[src/ecp_port_pkg.sv]
// ecp_port_pkg.sv: offsets, field positions, modes and reset values
// for the extended-capabilities parallel port register block.
// assumes an 8-bit isa-style i/o bus with an 11-bit port offset.
package ecp_port_pkg;

    // ****************************************************************
    // register offsets from the configured base
    // ****************************************************************
    localparam logic [10:0] OFF_DATA      = 11'h000;
    localparam logic [10:0] OFF_STATUS    = 11'h001;
    localparam logic [10:0] OFF_CONTROL   = 11'h002;
    localparam logic [10:0] OFF_FIFO      = 11'h400;
    localparam logic [10:0] OFF_CONFIG_B  = 11'h401;
    localparam logic [10:0] OFF_EXT_CTRL  = 11'h402;

    // ****************************************************************
    // mode field encodings
    // ****************************************************************
    localparam logic [2:0] MODE_STANDARD = 3'h0;
    localparam logic [2:0] MODE_BIDIR    = 3'h1;
    localparam logic [2:0] MODE_FIFO     = 3'h2;
    localparam logic [2:0] MODE_ECP      = 3'h3;
    localparam logic [2:0] MODE_ENHANCED = 3'h4;
    localparam logic [2:0] MODE_RESERVED = 3'h5;
    localparam logic [2:0] MODE_TEST     = 3'h6;
    localparam logic [2:0] MODE_CONFIG   = 3'h7;

    // ****************************************************************
    // field positions
    // ****************************************************************
    localparam int CTL_STROBE   = 0;
    localparam int CTL_AUTOFEED = 1;
    localparam int CTL_INIT     = 2;
    localparam int CTL_SELECT   = 3;
    localparam int CTL_ACK_IRQ  = 4;
    localparam int CTL_DIR      = 5;
    localparam int STS_FAULT    = 3;
    localparam int STS_ONLINE   = 4;
    localparam int STS_PAPER    = 5;
    localparam int STS_VALID    = 6;
    localparam int STS_BUSY     = 7;
    localparam int ECR_MODE_LO  = 5;
    localparam int ECR_ERR_DIS  = 4;

    // ****************************************************************
    // reset values and constant read values
    // ****************************************************************
    localparam logic [7:0] RST_DATA     = 8'h00;
    localparam logic [5:0] RST_CONTROL  = 6'h00;
    localparam logic [7:0] RST_EXT_CTRL = 8'h10;
    localparam logic [7:0] CONFIG_A_VAL = 8'h10;
    localparam logic [7:0] CONFIG_B_VAL = 8'h00;

endpackage : ecp_port_pkg

[src/ecp_parallel_port_registers.sv]
// ecp_parallel_port_registers.sv: register decode and pin control of
// the host-side extended-capabilities parallel port.
// assumes an isa-style strobed i/o bus on clk_sys_i; pins from the cable
// are asynchronous and pass two flip-flops before use.
`timescale 1ns/1ps
`default_nettype none

module ecp_parallel_port_registers (
    input  wire logic        clk_sys_i,
    input  wire logic        reset_i,
    // i/o bus
    input  wire logic [15:0] io_addr_i,
    input  wire logic        addr_enable_i,
    input  wire logic        io_read_i,
    input  wire logic        io_write_i,
    input  wire logic [7:0]  io_wdata_i,
    output logic      [7:0]  io_rdata_o,
    output logic             io_rvalid_o,
    // configuration
    input  wire logic [15:0] base_addr_i,
    input  wire logic        enhanced_enable_i,
    // printer pins
    input  wire logic [7:0]  port_data_lines_i,
    output logic      [7:0]  port_data_lines_o,
    output logic             port_data_lines_oe_n_o,
    output logic             host_strobe_n_o,
    output logic             autofeed_n_o,
    output logic             initiate_n_o,
    output logic             printer_select_out_n_o,
    input  wire logic        fault_n_i,
    input  wire logic        online_i,
    input  wire logic        paper_error_i,
    input  wire logic        periph_valid_n_i,
    input  wire logic        busy_i,
    // queue toward the ecp engine
    output logic      [8:0]  fifo_wdata_o,
    output logic             fifo_write_o,
    // interrupt requests
    output logic             ack_irq_o,
    output logic             error_irq_o
);

    // ****************************************************************
    // state
    // ****************************************************************
    typedef struct packed {
        logic [4:0] sync1;
        logic [4:0] sync2;
        logic [7:0] data_sync1;
        logic [7:0] data_sync2;
        logic       valid_last;
        logic       fault_last;
        logic [7:0] port_data;
        logic [5:0] device_control;
        logic [7:0] extended_control;
        logic [7:0] rdata;
        logic       rvalid;
        logic       rd_last;
        logic       wr_last;
        logic [7:0] pins_out;
        logic       pins_oe_n;
        logic       strobe_n;
        logic       autofeed_n;
        logic       initiate_n;
        logic       select_n;
        logic [8:0] fifo_wdata;
        logic       fifo_write;
        logic       ack_irq;
        logic       error_irq;
    } state_t;

    state_t st;
    state_t next_st;

    logic [10:0] offset;
    logic        hit;
    logic [2:0]  mode;
    logic        rd_pulse;
    logic        wr_pulse;
    logic        reverse;
    logic [7:0]  status_val;

    // ****************************************************************
    // next-state logic
    // ****************************************************************
    always_comb begin
        next_st = st;
        // pins are asynchronous: two flops before any use
        next_st.sync1 = {busy_i, periph_valid_n_i, paper_error_i,
                         online_i, fault_n_i};
        next_st.sync2 = st.sync1;
        next_st.data_sync1 = port_data_lines_i;
        next_st.data_sync2 = st.data_sync1;
        next_st.valid_last = st.sync2[3];
        next_st.fault_last = st.sync2[0];
        next_st.rd_last = io_read_i;
        next_st.wr_last = io_write_i;
        next_st.rvalid = 1'b0;
        next_st.fifo_write = 1'b0;

        mode = st.extended_control[7:5];
        offset = 11'(io_addr_i - base_addr_i);
        // offset window check; address enable blocks all decode
        hit = !addr_enable_i && (io_addr_i >= base_addr_i) &&
              ((io_addr_i - base_addr_i) < 16'h0403);
        rd_pulse = hit && io_read_i && !st.rd_last;
        wr_pulse = hit && io_write_i && !st.wr_last;

        status_val = {~st.sync2[4],
                      st.sync2[3], st.sync2[2], st.sync2[1],
                      st.sync2[0],
                      3'h0};

        // ****************************************************************
        // register writes
        // ****************************************************************
        if (wr_pulse) begin
            if (offset == ecp_port_pkg::OFF_DATA) begin
                if (mode == ecp_port_pkg::MODE_ECP) begin
                    // only meaningful going forward
                    if (!st.device_control[ecp_port_pkg::CTL_DIR]) begin
                        next_st.fifo_wdata = {1'b1, io_wdata_i};
                        next_st.fifo_write = 1'b1;
                    end
                end else begin
                    next_st.port_data = io_wdata_i;
                end
            end else if (offset == ecp_port_pkg::OFF_CONTROL) begin
                next_st.device_control = io_wdata_i[5:0];
            end else if (offset == ecp_port_pkg::OFF_FIFO) begin
                if (mode == ecp_port_pkg::MODE_FIFO ||
                    mode == ecp_port_pkg::MODE_ECP) begin
                    next_st.fifo_wdata = {1'b0, io_wdata_i};
                    next_st.fifo_write = 1'b1;
                end
            end else if (offset == ecp_port_pkg::OFF_EXT_CTRL) begin
                // enhanced mode held off unless configuration allows it
                if (io_wdata_i[7:5] == ecp_port_pkg::MODE_ENHANCED &&
                    !enhanced_enable_i) begin
                    next_st.extended_control = {mode, io_wdata_i[4:0]};
                end else begin
                    next_st.extended_control = io_wdata_i;
                end
            end
        end

        // ****************************************************************
        // register reads
        // ****************************************************************
        if (rd_pulse) begin
            next_st.rvalid = 1'b1;
            next_st.rdata = 8'h00;
            if (offset == ecp_port_pkg::OFF_DATA) begin
                if (mode == ecp_port_pkg::MODE_BIDIR ||
                    mode == ecp_port_pkg::MODE_STANDARD) begin
                    next_st.rdata = st.data_sync2;
                end
            end else if (offset == ecp_port_pkg::OFF_STATUS) begin
                next_st.rdata = status_val;
            end else if (offset == ecp_port_pkg::OFF_CONTROL) begin
                next_st.rdata = {2'b00, st.device_control};
            end else if (offset == ecp_port_pkg::OFF_FIFO) begin
                if (mode == ecp_port_pkg::MODE_CONFIG) begin
                    next_st.rdata = ecp_port_pkg::CONFIG_A_VAL;
                end
            end else if (offset == ecp_port_pkg::OFF_CONFIG_B) begin
                if (mode == ecp_port_pkg::MODE_CONFIG) begin
                    next_st.rdata = ecp_port_pkg::CONFIG_B_VAL;
                end
            end else if (offset == ecp_port_pkg::OFF_EXT_CTRL) begin
                next_st.rdata = st.extended_control;
            end
        end

        // ****************************************************************
        // pin drive
        // ****************************************************************
        // direction bit has no effect in modes 000 and 010
        reverse = st.device_control[ecp_port_pkg::CTL_DIR] &&
                  mode != ecp_port_pkg::MODE_STANDARD &&
                  mode != ecp_port_pkg::MODE_FIFO;
        next_st.pins_out = st.port_data;
        // in ecp forward, release data once reversal is granted (reverse releases at once);
        // paper_error doubles as the grant line
        if (reverse) begin
            next_st.pins_oe_n = 1'b1;
        end else if (mode == ecp_port_pkg::MODE_ECP) begin
            next_st.pins_oe_n = !st.sync2[2];
        end else begin
            next_st.pins_oe_n = 1'b0;
        end
        next_st.strobe_n = ~st.device_control[ecp_port_pkg::CTL_STROBE];
        // autofeed doubles as the host handshake in ecp mode
        next_st.autofeed_n =
            ~st.device_control[ecp_port_pkg::CTL_AUTOFEED];
        next_st.initiate_n =
            st.device_control[ecp_port_pkg::CTL_INIT];
        if (mode == ecp_port_pkg::MODE_ECP) begin
            next_st.select_n = 1'b1;
        end else begin
            next_st.select_n =
                ~st.device_control[ecp_port_pkg::CTL_SELECT];
        end

        // ****************************************************************
        // interrupt requests
        // ****************************************************************
        next_st.ack_irq = st.device_control[ecp_port_pkg::CTL_ACK_IRQ] &&
                          st.sync2[3] && !st.valid_last;
        // fault falling edge, forward direction only
        next_st.error_irq = !st.extended_control[ecp_port_pkg::ECR_ERR_DIS]
                            && !reverse
                            && !st.sync2[0] && st.fault_last;
    end

    always_ff @(posedge clk_sys_i or posedge reset_i) begin
        if (reset_i) begin
            st <= '0;
            st.sync1 <= 5'h1f;
            st.sync2 <= 5'h1f;
            st.valid_last <= 1'b1;
            st.fault_last <= 1'b1;
            st.port_data <= ecp_port_pkg::RST_DATA;
            st.device_control <= ecp_port_pkg::RST_CONTROL;
            st.extended_control <= ecp_port_pkg::RST_EXT_CTRL;
            st.strobe_n <= 1'b1;
            st.autofeed_n <= 1'b1;
            st.select_n <= 1'b1;
        end else begin
            st <= next_st;
        end
    end

    assign io_rdata_o             = st.rdata;
    assign io_rvalid_o            = st.rvalid;
    assign port_data_lines_o      = st.pins_out;
    assign port_data_lines_oe_n_o = st.pins_oe_n;
    assign host_strobe_n_o        = st.strobe_n;
    assign autofeed_n_o           = st.autofeed_n;
    assign initiate_n_o           = st.initiate_n;
    assign printer_select_out_n_o = st.select_n;
    assign fifo_wdata_o           = st.fifo_wdata;
    assign fifo_write_o           = st.fifo_write;
    assign ack_irq_o              = st.ack_irq;
    assign error_irq_o            = st.error_irq;

endmodule : ecp_parallel_port_registers

`default_nettype wire

[config.mk]
export PLATFORM = sky130hd
export DESIGN_NAME = ecp_parallel_port_registers
export DESIGN_NICKNAME = d
export VERILOG_FILES = /design/src/ecp_port_pkg.sv /design/src/ecp_parallel_port_registers.sv
export SDC_FILE = /design/constraint.sdc
export NUM_CORES = 1
export LEC_CHECK = 0
export BUFFER_PORTS_ARGS = -buffer_cell sky130_fd_sc_hd__buf_2
export CAP_MARGIN = 10
export CORE_MARGIN = 2
export CORE_UTILIZATION = 59
export DETAILED_ROUTE_END_ITERATION = 7
export PLACE_DENSITY = 0.85
export SLEW_MARGIN = 20
export SYNTH_ARGS = -nofsm -noshare
export SYNTH_HDL_FRONTEND = slang
export SYNTH_SLANG_ARGS = --single-unit
[constraint.sdc]
create_clock -name clk_sys_i -period 3.35 [get_ports clk_sys_i]
set_input_delay 0.1675 -clock clk_sys_i [delete_from_list [all_inputs] [get_ports clk_sys_i]]
set_output_delay 0.1675 -clock clk_sys_i [all_outputs]
set_load 0.03 [all_outputs]
Word level (Yosys, flattened, before mapping)
Index checks and enable logic that the tools add are counted.
{"block": "totals", "in_bits": 59, "reg_bits": 86, "word_cells": 104, "out_inout_bits": 34}
{"block": "op_classes", "n_lt_le_gt_ge": 2, "n_eq_ne": 14, "reduce_logical": 35, "n_bitwise": 9, "muxes": 19, "add_sub_neg": 1}
{"op": "two-way mux 10 bit", "n": 6}
{"op": "two-way mux 8 bit", "n": 7}
{"op": "== test 11 bit (second input constant)", "n": 3}
{"op": ">= comparator 16 bit", "n": 1}
{"op": "less-than comparator 16 x 11 -> 1 bit (second input constant)", "n": 1}
{"op": "subtractor 16 bit", "n": 1}
{"op": "logical AND 1 bit", "n": 14}
{"op": "AND reduction 6 bit", "n": 2}
{"op": "== test 11 x 1 -> 1 bit (second input constant)", "n": 1}
{"op": "== test 11 x 2 -> 1 bit (second input constant)", "n": 1}
{"op": "logical NOT 11 bit", "n": 1}
{"op": "logical NOT 1 bit", "n": 9}
{"op": "NOT 1 bit", "n": 9}
{"op": "== test 3 x 2 -> 1 bit (second input constant)", "n": 2}
{"op": "== test 3 bit (second input constant)", "n": 2}
{"op": "AND reduction 3 bit", "n": 2}
{"op": "two-way mux 1 bit", "n": 5}
{"op": "two-way mux 5 bit", "n": 1}
{"op": "AND reduction 5 bit", "n": 1}
{"op": "!= test 2 bit (second input constant)", "n": 2}
{"op": "nonzero test 2 bit", "n": 2}
{"op": "== test 3 x 1 -> 1 bit (second input constant)", "n": 1}
{"op": "logical NOT 3 bit", "n": 1}
{"op": "!= test 3 x 2 -> 1 bit (second input constant)", "n": 1}
{"op": "3 further kinds", "n": 4}

Longest topological paths before layout
Gate-level depths: netlist of run 1.
{"block": "depth", "depth_word": 8, "mapped_depth": 14, "mapped_depth_nobuf": 11}

Worst setup path before layout of run 1
No wires, ideal clock.
{"block": "synth_path", "kind": "input to register", "startpoint": "input base_addr_i[5]", "endpoint": "register st, in the netlist next_st[13]", "setup_time_ns": 0.125, "path_stages": 13, "slack_ns": 0.155, "path_buffers": 3, "arrival_time_ns": 3.070, "required_time_ns": 3.225, "path_cell_list": "inv_1 ha_1 o21a_1 or4_4 a2111oi_4 nand4_1 a211o_1 buf_6 nand2b_4 buf_6 or3_1 buf_6 mux2_4"}
{"block": "synth_between", "elab_chain_len": 6, "word_cells_on_any_way": 11, "classes_between": "1 x add/sub; 2 x order compare; 1 x eq/ne; 1 x bitwise; 6 x reduce/logical"}
{"item": "start, declared", "line": "ecp_parallel_port_registers.sv:20", "rtl": "input wire logic [15:0] base_addr_i,"}
{"item": "subtractor 16 bit / >= comparator 16 bit (equally long branches)", "line": "ecp_parallel_port_registers.sv:105, ecp_parallel_port_registers.sv:104"}
{"item": "less-than comparator 16 x 11 -> 1 bit / logical AND 1 bit (equally long branches)", "line": "ecp_parallel_port_registers.sv:105, ecp_parallel_port_registers.sv:104"}
{"item": "logical AND 1 bit", "line": "ecp_parallel_port_registers.sv:104", "rtl": "hit = !addr_enable_i && (io_addr_i >= base_addr_i) &&"}
{"item": "logical AND 1 bit (2 in series)", "line": "ecp_parallel_port_registers.sv:107", "rtl": "wr_pulse = hit && io_write_i && !st.wr_last;"}
{"item": "AND reduction 3 bit (no line) *"}
{"item": "end signal, assigned", "line": "ecp_parallel_port_registers.sv:230", "rtl": "st <= next_st;"}
{"item": "end, declared", "line": "ecp_parallel_port_registers.sv:72", "rtl": "state_t st;"}
Every way passes the cells marked *; elsewhere a longest branch is shown, timed or not.
A chain may end at the register's enable or synchronous reset.

Worst setup path after layout of run 1
{"block": "layout_path", "startpoint": "input io_addr_i[0]", "endpoint": "register st[49] in the netlist's numbering"}
{"block": "layout_between", "elab_chain_len": 6, "word_cells_on_any_way": 11, "classes_between": "1 x add/sub; 2 x order compare; 1 x eq/ne; 1 x bitwise; 6 x reduce/logical"}
{"item": "start, declared", "line": "ecp_parallel_port_registers.sv:12", "rtl": "input wire logic [15:0] io_addr_i,"}
{"item": "subtractor 16 bit / >= comparator 16 bit (equally long branches)", "line": "ecp_parallel_port_registers.sv:105, ecp_parallel_port_registers.sv:104"}
{"item": "less-than comparator 16 x 11 -> 1 bit / logical AND 1 bit (equally long branches)", "line": "ecp_parallel_port_registers.sv:105, ecp_parallel_port_registers.sv:104"}
{"item": "logical AND 1 bit", "line": "ecp_parallel_port_registers.sv:104"}
{"item": "logical AND 1 bit (2 in series)", "line": "ecp_parallel_port_registers.sv:107"}
{"item": "AND reduction 3 bit (no line) *"}
Marked as above.

==> results of run 1 <==
synth_stat cells, drive strengths merged (2+ instances only):
| cell type | number |
|---|---|
| dfrtp | 70 |
| mux2 | 38 |
| buf | 29 |
| inv | 25 |
| nor2 | 19 |
| a21oi | 18 |
| dfstp | 16 |
| ha | 16 |
| nand2 | 14 |
| o21ai | 12 |
| o21a | 9 |
| mux2i | 8 |
| nor2b | 8 |
| nor3 | 8 |
| o2bb2ai | 8 |
| nand2b | 7 |
| clkbuf | 6 |
| nand4 | 6 |
| nor4 | 5 |
| nand3 | 4 |
| a21o | 3 |
| a22oi | 3 |
| a2bb2oi | 3 |
| a32oi | 3 |
| o31a | 3 |
| or2 | 3 |
| or3 | 3 |
| or4b | 3 |
| a2111oi | 2 |
| o2111ai | 2 |
| o211a | 2 |
| o31ai | 2 |
| o41a | 2 |
| or4 | 2 |
flip-flops by register name, summed over array words and instances, names as in the netlist:
name                    flops
port_data_lines_o           8
next_st                    24
port_data_lines_oe_n_o      1
initiate_n_o                1
st                         25
autofeed_n_o                1
fifo_wdata_o                9
host_strobe_n_o             1
mode                        3
ack_irq_o                   1
error_irq_o                 1
io_rdata_o                  8
fifo_write_o                1
io_rvalid_o                 1
printer_select_out_n_o      1
logic make-up after synthesis:
kind of cell	synth area share, %
simple gates	12.3
mux	11.9
buf+inv	7.71
flops	48.8
compound gates	14.1
fa+ha+maj	4.95
xor+xnor	0.197
metal layers:
metal | wire (µm) | part of all wire (%)
met5 | 0 | 0
met4 | 165 | 1.7
met3 | 596 | 6.1
met2 | 4740 | 48
met1 | 4280 | 44
worst register-to-register path, delay by kind of cell (launching register included):
family / cells / cell delay, ns
buffers and inverters: 1 / 0.07
flip-flops: 1 / 0.37
AO/OA/AOI/OAI: 1 / 0.19
multiplexers: 1 / 0.38
AND/OR/NAND/NOR: 2 / 0.76
area by class of cell:
cell class	instances	area share [%]
Sequential cell	86	40.7
Multi-Input combinational cell	237	36.4
Timing Repair Buffer	132	15.2
Clock buffer	11	2.46
Tap cell	99	2.32
Inverter	25	1.78
Clock inverter	5	1.10
through the flow:
stage / util (%) / setup WS [ns] / instance area, µm² / total power [mW] / std cells
2_1_floorplan: - / 0.155 / 4450 / 1.32 / 383
3_3_place_gp: 68.4 / 0.114 / 4980 / 1.43 / 563
3_5_place_dp: 68.4 / 0.00610 / 4980 / 1.44 / 563
4_1_cts: 73.2 / 0.349 / 5340 / 2.16 / 595
5_1_grt: 73.2 / 0.172 / 5340 / 2.25 / 595
6_report: 73.2 / 0.314 / 5340 / 2.15 / 595
power by group:
group | internal, mW | switching (mW) | total [mW] | leakage [nW]
sequential | 1.06 | 0.00709 | 1.07 | 1.10
clock | 0.346 | 0.362 | 0.708 | 0.0899
combinational | 0.163 | 0.210 | 0.373 | 1.53
total | 1.57 | 0.580 | 2.15 | 2.72
what timing repair did:
| action | in CTS | in global routing |
|---|---|---|
| resized for setup | 0 | 0 |
| setup buffers | 0 | 0 |
| hold buffers | 16 | 0 |
| endpoints found under the hold margin | 36 | 0 |
how the worst max path moves through the flow:
stage                  endpoint           start  cells after the start  slack, ns
global placement    next_st[13]    io_addr_i[2]                     10       0.11
CTS                      st[49]    io_addr_i[0]                     12       0.35
detailed placement       st[48]    io_addr_i[0]                     12      0.006
global route             st[49]  base_addr_i[2]                     12       0.17
finish                   st[49]    io_addr_i[0]                     12       0.31
floorplan           next_st[13]  base_addr_i[5]                     13       0.16
==> out/results.ini, run 1 <==
[floorplanning]
ios=93
die_h_um=90.8
die_w_um=90.8
start_util_pct=61.0
die_area_um2=8250
rows=31
coreArea_um2=7290

[critical_path]
timing.rr.start=st[25]
crit_type=input pin to register
worstPathArrival_ns=3.28
path_cells=buf_2 > inv_1 > ha_1 > fa_1 > nor2b_2 > o31a_1 > o211a_1 > or4b_1 > a32oi_1 > nand4b_2 > or3_1 > mux2_4
critPathMaxFanout=6
r2r-end=st[49]
start_kind=input pin
rr_worst_depth=5
reg2reg_slack_ns=1.47
worstPathRequired_ns=3.60
crit_slowest_cell=or3_1
crit_family=simple AND/OR/NAND/NOR gates
cpPeakStageDelay_ns=0.56
crit_path_end_kind=register
critPathBufInv=2

[grt]
grt_antenna_before_repair=0
gr-total-overflow=0
gr-usage-met1_pct=31.8
grt_use_met3_pct=6.59
met2_usage_pct=41.5
grt_usage_pct=24.9
grt_pass1_vias=3416
grt_first_pass_wirelength_um=16200
grt_max_degree=36
grt_busiest_layer=met2

[synthesis]
ys_types=68
synth_warnings=0
synth_top_cell_by_area=dfrtp_1
ys_ff_latch=86
synth-seq-area-share_pct=48.8
synth_edf_count=0
synthCells=383
async_flop_share_pct=100
syn-cell-area_um2=4450
syn-num-nets=459
synth_area_per_cell_um2=11.6
synth_ff_type=dfrtp_1
synth_top_area_share_pct=39.4
synth_area_leaders=dfrtp_1 (39%), dfstp_2 (9.4%), mux2_2 (7.8%), ha_1 (4.5%), buf_4 (4.2%)

[routing]
wl_per_cell_um=16.4
ant_nets=0
avgViaCountPerCell=5.63
vias=3351
routed_wl_um=9780
drt-initial-drc-count=186
route.detailed.drc=0
drt_first_pass_iters=4

[layout]
nets=567
seq_area_um2=2170
syn2layout_area_growth_pct=19.9
n_antenna_cell=0
drive_gt1_share_pct=40.9
multi_input_area_um2=1940
nFillCells=522
final_cell_mix=buf_2 (92), dfrtp_1 (70), mux2_2 (31)
final_common_cell=buf_2

[min_path]
min_to=mode[2]
hp-class=input pin to register
hold_path_depth=3
worstHoldStart=io_wdata_i[7]

[clocking]
cts-htree-levels=3
clock_latency_ns=0.36
root_buffer=clkbuf_8
clkTransAtPathRegs_ns=0.08
cts_tree=yes
cts.sinks=86
cts_inserted_buffers=9
cts_max_path_buffers=2

[timing]
worstMarginPinSlew_ns=0.497
hold_viol=0
period_share_pct=90.6
fin_crit_ns=3.04
setup_viol=0
fin_skew_ns=0.00574
final.setup.tns_ns=0
fmax_ghz=0.329
whs_ns=0.0814
relSlewSlack_pct=66.5
rsz0062_at_grt=false
slew_viol_final=0

[flow_run]
max_cap_viol_count=0

[place]
hpwl_um=7080
io_buffers=92
gp_congestion=0.877

[pwr]
leakage_nw=2.72
ir_worst_vdd_mv=0.339
cellPowerDensity_nw_per_um2=403

[run_status]
status=complete, no violations

Note: power is estimated with default switching activity, not from simulation.
==> run 2: changes to the inputs <==
--- a/config.mk
+++ b/config.mk
@@ -7,6 +7,7 @@
 export LEC_CHECK = 0
 export BUFFER_PORTS_ARGS = -buffer_cell sky130_fd_sc_hd__buf_2
 export CAP_MARGIN = 10
+export CORE_ASPECT_RATIO = 1.1
 export CORE_MARGIN = 2
 export CORE_UTILIZATION = 59
 export DETAILED_ROUTE_END_ITERATION = 7
==> run 2 against run 1 <==
  * Non-clock buffer count rose by 3
  * Hold slack got worse by 0.0038 ns
  * Critical path depth did not move
  * Largest power group unchanged
  * Critical endpoint is now st[48]
  * Count of clock-buffer cells in the layout did not move
  * Combinational power fell by 2%
  * Clock power rose by 9.3%
==> out/results.ini, run 2 (synthesis gave the netlist of run 1 again) <==
[min_path]
hp-class=input pin to register
hold_path_depth=3

[pwr]
p_int_mw=1.65
pwr-share-clk_pct=35.0
leakage_nw=2.74
ir_worst_vdd_mv=0.456
switching_share_pct=25.4
pwr-share-seq_pct=48.4
cellPowerDensity_nw_per_um2=412
power_frac_comb_pct=16.6
switchingPower_uw=562

[layout]
seq_area_um2=2170
utilization_pct=72.6
nFillCells=518
drive_gt1_share_pct=41.3
largest_reg_flops=25
syn2layout_area_growth_pct=20.7
nets=570
n_antenna_cell=0
multi_input_area_um2=1940
final_cell_mix=buf_2 (92), dfrtp_1 (70), mux2_2 (31)
regMostFlops=st
instances_no_fill=586
final_common_cell=buf_2

[clocking]
cts.sinks=86
root_buffer=clkbuf_8
cts-htree-levels=3
cts-resized-gates=0
cts_setup_buffers=0
clock_latency_ns=0.35
hold_buffers=15
clkTransAtPathRegs_ns=0.08
cts_max_path_buffers=2
cts_tree=yes
cts_inserted_buffers=9

[grt]
grt_first_pass_wirelength_um=15000
grt_max_degree=63
grt_antenna_before_repair=0
gr-total-overflow=0
grt_pass1_vias=3323
grt_usage_pct=23.4

[place]
gp_congestion=0.864
place_inst=554
io_buffers=92
hpwl_um=6700

[critical_path]
cpPeakStageDelay_ns=0.56
crit_path_end_kind=register
crit_type=input pin to register
cp_num_cells=12
worstPathRequired_ns=3.59
rr_worst_depth=5
crit_slowest_cell=or3_1
path_cells=buf_2 > inv_1 > ha_1 > fa_1 > nor2b_2 > o31a_1 > o211a_1 > or4b_1 > a32oi_1 > nand4b_2 > or3_1 > mux2_4
start_kind=input pin
worstPathArrival_ns=3.31
critPathMaxFanout=6
critPathBufInv=2
crit_family=simple AND/OR/NAND/NOR gates

[timing]
hold_viol=0
fin_crit_ns=3.07
rsz0062_at_grt=false
period_share_pct=91.6
worstMarginPinSlew_ns=0.737
slew_viol_final=0
whs_ns=0.0776
fin_skew_ns=0.00713
relSlewSlack_pct=50.9
setup_viol=0
fmax_ghz=0.326

[floorplanning]
die_w_um=86.8
coreArea_um2=7390
die_h_um=95.1
die_area_um2=8250
start_util_pct=60.2
rows=33
ios=93

[routing]
avgViaCountPerCell=5.63
ant_nets=0
wl_per_cell_um=15.5
routed_wl_um=9080
drt-initial-drc-count=146
route.detailed.drc=0
vias=3301
drt_first_pass_iters=4

[flow_run]
max_cap_viol_count=0

[run_status]
status=complete, no violations

==> run 2: cell count changes in the layout (fill, tap and decap cells not counted), sizes merged <==
cell,delta
buf,+3
bufinv,+1
clkinv,-1
==> run 2: path summary, 6_finish.rpt <==
kind | from | to | slack (ns)
setup / recovery | io_addr_i[0] | st[48] | 0.28
hold / removal | io_wdata_i[7] | mode[2] | 0.08
setup reg to reg | st[25] | st[48] | 1.44
hold reg to reg | next_st[62] | st[62] | 0.35
max in group asynchronous | reset_i | host_strobe_n_o | 2.00
min in group asynchronous | reset_i | next_st[65] | 0.49
==> run 2: cell type report <==
cell class,instances,share of cell area (%)
multi-input combinational,237,36.1
clock buffer,11,2.45
clock inverter,5,1.56
tap,87,2.03
sequential,86,40.5
timing repair buffer,135,15.6
inverter,25,1.79
==> run 2: per-stage QoR <==
stage / worst slack [ns] / power (mW) / area, µm² / setup TNS [ns]
after floorplan: 0.155 / 1.32 / 4450 / 0
after global placement: 0.0859 / 1.43 / 4990 / 0
after detailed placement: -0.0560 / 1.44 / 4990 / -0.354
after CTS: 0.285 / 2.22 / 5360 / 0
after global routing: 0.120 / 2.31 / 5370 / 0
final: 0.280 / 2.21 / 5370 / 0
==> run 2: power groups by stage <==
stage               registers, mW  clock network [mW]  logic (mW)
CTS                          1.07               0.785       0.366
floorplan                    1.09                   0       0.232
global route                 1.07               0.834       0.408
global placement             1.09                   0       0.343
detailed placement           1.09                   0       0.351
finish                       1.07               0.774       0.367
==> run 2: layer usage <==
layer | GRT usage (%) | up-vias | routed length [µm]
met5 | 0 | - | 0
met4 | 8.72 | 0 | 168
met3 | 4.33 | 15 | 313
met2 | 41.2 | 78 | 4710
met1 | 28.5 | 1607 | 3890
li1 | - | 1601 | -
==> run 2: tightest hold or removal path, stage by stage <==
cell	delay (ns)
buf_2	0.12
inv_1	0.05
a2bb2oi_1	0.05
==> run 3: changes to the inputs <==
--- a/config.mk
+++ b/config.mk
@@ -8,10 +8,10 @@
 export BUFFER_PORTS_ARGS = -buffer_cell sky130_fd_sc_hd__buf_2
 export CAP_MARGIN = 10
 export CORE_ASPECT_RATIO = 1.1
-export CORE_MARGIN = 2
-export CORE_UTILIZATION = 59
+export CORE_UTILIZATION = 55
 export DETAILED_ROUTE_END_ITERATION = 7
-export PLACE_DENSITY = 0.85
+export PLACE_DENSITY = 0.8
+export SETUP_SLACK_MARGIN = 0.4
 export SLEW_MARGIN = 20
 export SYNTH_ARGS = -nofsm -noshare
 export SYNTH_HDL_FRONTEND = slang
==> constraint.sdc (replaced) <==
create_clock -name clk_sys_i -period 3.07 [get_ports clk_sys_i]
set_input_delay 0.1535 -clock clk_sys_i [delete_from_list [all_inputs] [get_ports clk_sys_i]]
set_output_delay 0.1535 -clock clk_sys_i [all_outputs]
set_load 0.03 [all_outputs]
==> run 3 against run 2 <==
  * The flow now finishes with violations (hold timing)
  * Cell count grew 7.3%
  * Count of clock-buffer cells in the layout is the same
  * Hold slack lost 0.13 ns
  * Cell area grew 11%
==> out/results.ini, run 3 (synthesis gave the netlist of run 1 again) <==
[critical_path]
crit_type=input pin to register
worstPathArrival_ns=3.02
crit_slowest_cell=or4_4
cp_num_cells=13
critPathBufInv=4
rr_worst_depth=5
timing.rr.start=mode[1]
crit_path_end_kind=register
crit_family=simple AND/OR/NAND/NOR gates
worstPathRequired_ns=3.31
path_cells=buf_6 > inv_4 > ha_4 > nor2b_4 > or4_4 > a2111oi_4 > nand4_1 > a211o_1 > nand2b_4 > buf_4 > nor3_4 > buf_12 > mux2_4
start_kind=input pin
reg2reg_slack_ns=1.23
cp-endpoint=st[38]
critPathMaxFanout=7
startpoint=base_addr_i[8]
r2r-end=fifo_wdata_o[0]
cpPeakStageDelay_ns=0.48

[layout]
final_common_cell=buf_2
syn2layout_area_growth_pct=34.4
drive_gt1_share_pct=49.3
instances_no_fill=629
largest_reg_flops=25
regMostFlops=st
postLayoutCellArea_um2=5980
final_cell_mix=buf_2 (88), dfrtp_1 (70), buf_4 (38)
utilization_pct=76.0
n_antenna_cell=0
nets=592

[grt]
grt_max_degree=70
grt_pass1_vias=3409
grt_antenna_before_repair=0
grt_first_pass_wirelength_um=15900
gr-total-overflow=0
grt_usage_pct=25.2

[flow_run]
max_cap_viol_count=0

[timing]
fin_skew_ns=0.0112
period_share_pct=90.5
hold_viol=52
final.setup.tns_ns=0
worst_slack_ns=0.293
relSlewSlack_pct=47.2
rsz0062_at_grt=true
slew_viol_final=0
worstMarginPinSlew_ns=0.793
whs_ns=-0.0511
setup_viol=0
fmax_ghz=0.360
fin_crit_ns=2.78

[run_status]
violations=hold timing
status=finished, violations left

[pwr]
ir_worst_vdd_mv=0.357
power_frac_comb_pct=20.5
switching_share_pct=27.2
cellPowerDensity_nw_per_um2=409
leakage_nw=2.96
pwr-share-seq_pct=47.9
pwr-share-clk_pct=31.6
switchingPower_uw=665
p_int_mw=1.78

[routing]
drt-initial-drc-count=192
avgViaCountPerCell=5.51
vias=3468
routed_wl_um=10300
drt_first_pass_iters=4
ant_nets=0
route.detailed.drc=0
wl_per_cell_um=16.3

[min_path]
hp-class=input pin to asynchronous set/reset pin

[place]
dp_slack_ns=-0.150
hpwl_um=7140
gp_congestion=0.851
io_buffers=92
place_inst=587
placed_area_um2=5330

[clocking]
cts_max_path_buffers=2
clkTransAtPathRegs_ns=0.08
cts_inserted_buffers=9
clock_latency_ns=0.36
cts-htree-levels=3
root_buffer=clkbuf_8
cts.sinks=86
cts_tree=yes

[floorplanning]
rows=34
die_area_um2=8450
ios=93
start_util_pct=56.5
coreArea_um2=7870
die_w_um=87.8
die_h_um=96.3

run 3: worst register-to-register path, delay by kind of cell, from the launching register on:
kind / cells / cell delay, ns
buffers and inverters: 1 / 0.17
AO/OA/AOI/OAI: 1 / 0.26
AND/OR/NAND/NOR: 2 / 0.52
multiplexers: 1 / 0.30
flip-flops: 1 / 0.47
run 3: cell type report:
cell class | instances | area (µm²)
Inverter | 25 | 124
Fill cell | 487 | 1890
Timing Repair Buffer | 157 | 1090
Clock inverter | 5 | 58.8
Clock buffer | 11 | 131
Multi-Input combinational cell | 237 | 2270
Tap cell | 108 | 135
Sequential cell | 86 | 2170
run 3: metal layers:
layer | wire length, µm | share of wire [%] | up-vias | global-route usage (%)
li1 | - | - | 1622 | -
met4 | 183 | 1.8 | 0 | 10.1
met5 | 0 | 0 | - | 0
met2 | 5300 | 52 | 110 | 43.7
met1 | 4340 | 42 | 1718 | 30.5
met3 | 451 | 4.4 | 18 | 5.66
run 3: stage by stage:
step | power (mW) | hold slack, ns
3_3_place_gp | 1.62 | 0.258
3_5_place_dp | 1.63 | 0.260
2_1_floorplan | 1.47 | 0.158
6_report | 2.44 | -0.0511
5_1_grt | 2.54 | 0.0267
4_1_cts | 2.43 | 0.0660
run 3: worst min-delay path by stage:
| stage | start | end | slack (ns) | cells past startpoint |
|---|---|---|---|---|
| floorplan | fault_n_i | next_st[76] | 0.16 | 0 |
| global placement | periph_valid_n_i | next_st[79] | 0.26 | 1 |
| detailed placement | fault_n_i | next_st[76] | 0.26 | 1 |
| CTS | reset_i | st[62] | 0.07 | 2 |
| global route | reset_i | port_data_lines_o[1] | 0.03 | 2 |
| finish | reset_i | next_st[19] | -0.05 | 2 |
run 3: power by group through the flow:
stage                     clock network, mW  logic [mW]  registers (mW)
final                                 0.773       0.500            1.17
after detailed placement                  0       0.445            1.19
after global routing                  0.826       0.545            1.17
after CTS                             0.783       0.477            1.17
after floorplan                           0       0.285            1.19
after global placement                    0       0.430            1.19
run 3: what timing repair did:
| item | in CTS | in global routing |
|---|---|---|
| pin swaps | 1 | 12 |
| endpoints found under the hold margin | 15 | 0 |
| setup endpoints to repair | 36 | 38 |
| cloned | 0 | 0 |
| gates resized for setup | 26 | 22 |
| setup buffers | 5 | 6 |
| hold buffers | 15 | 0 |
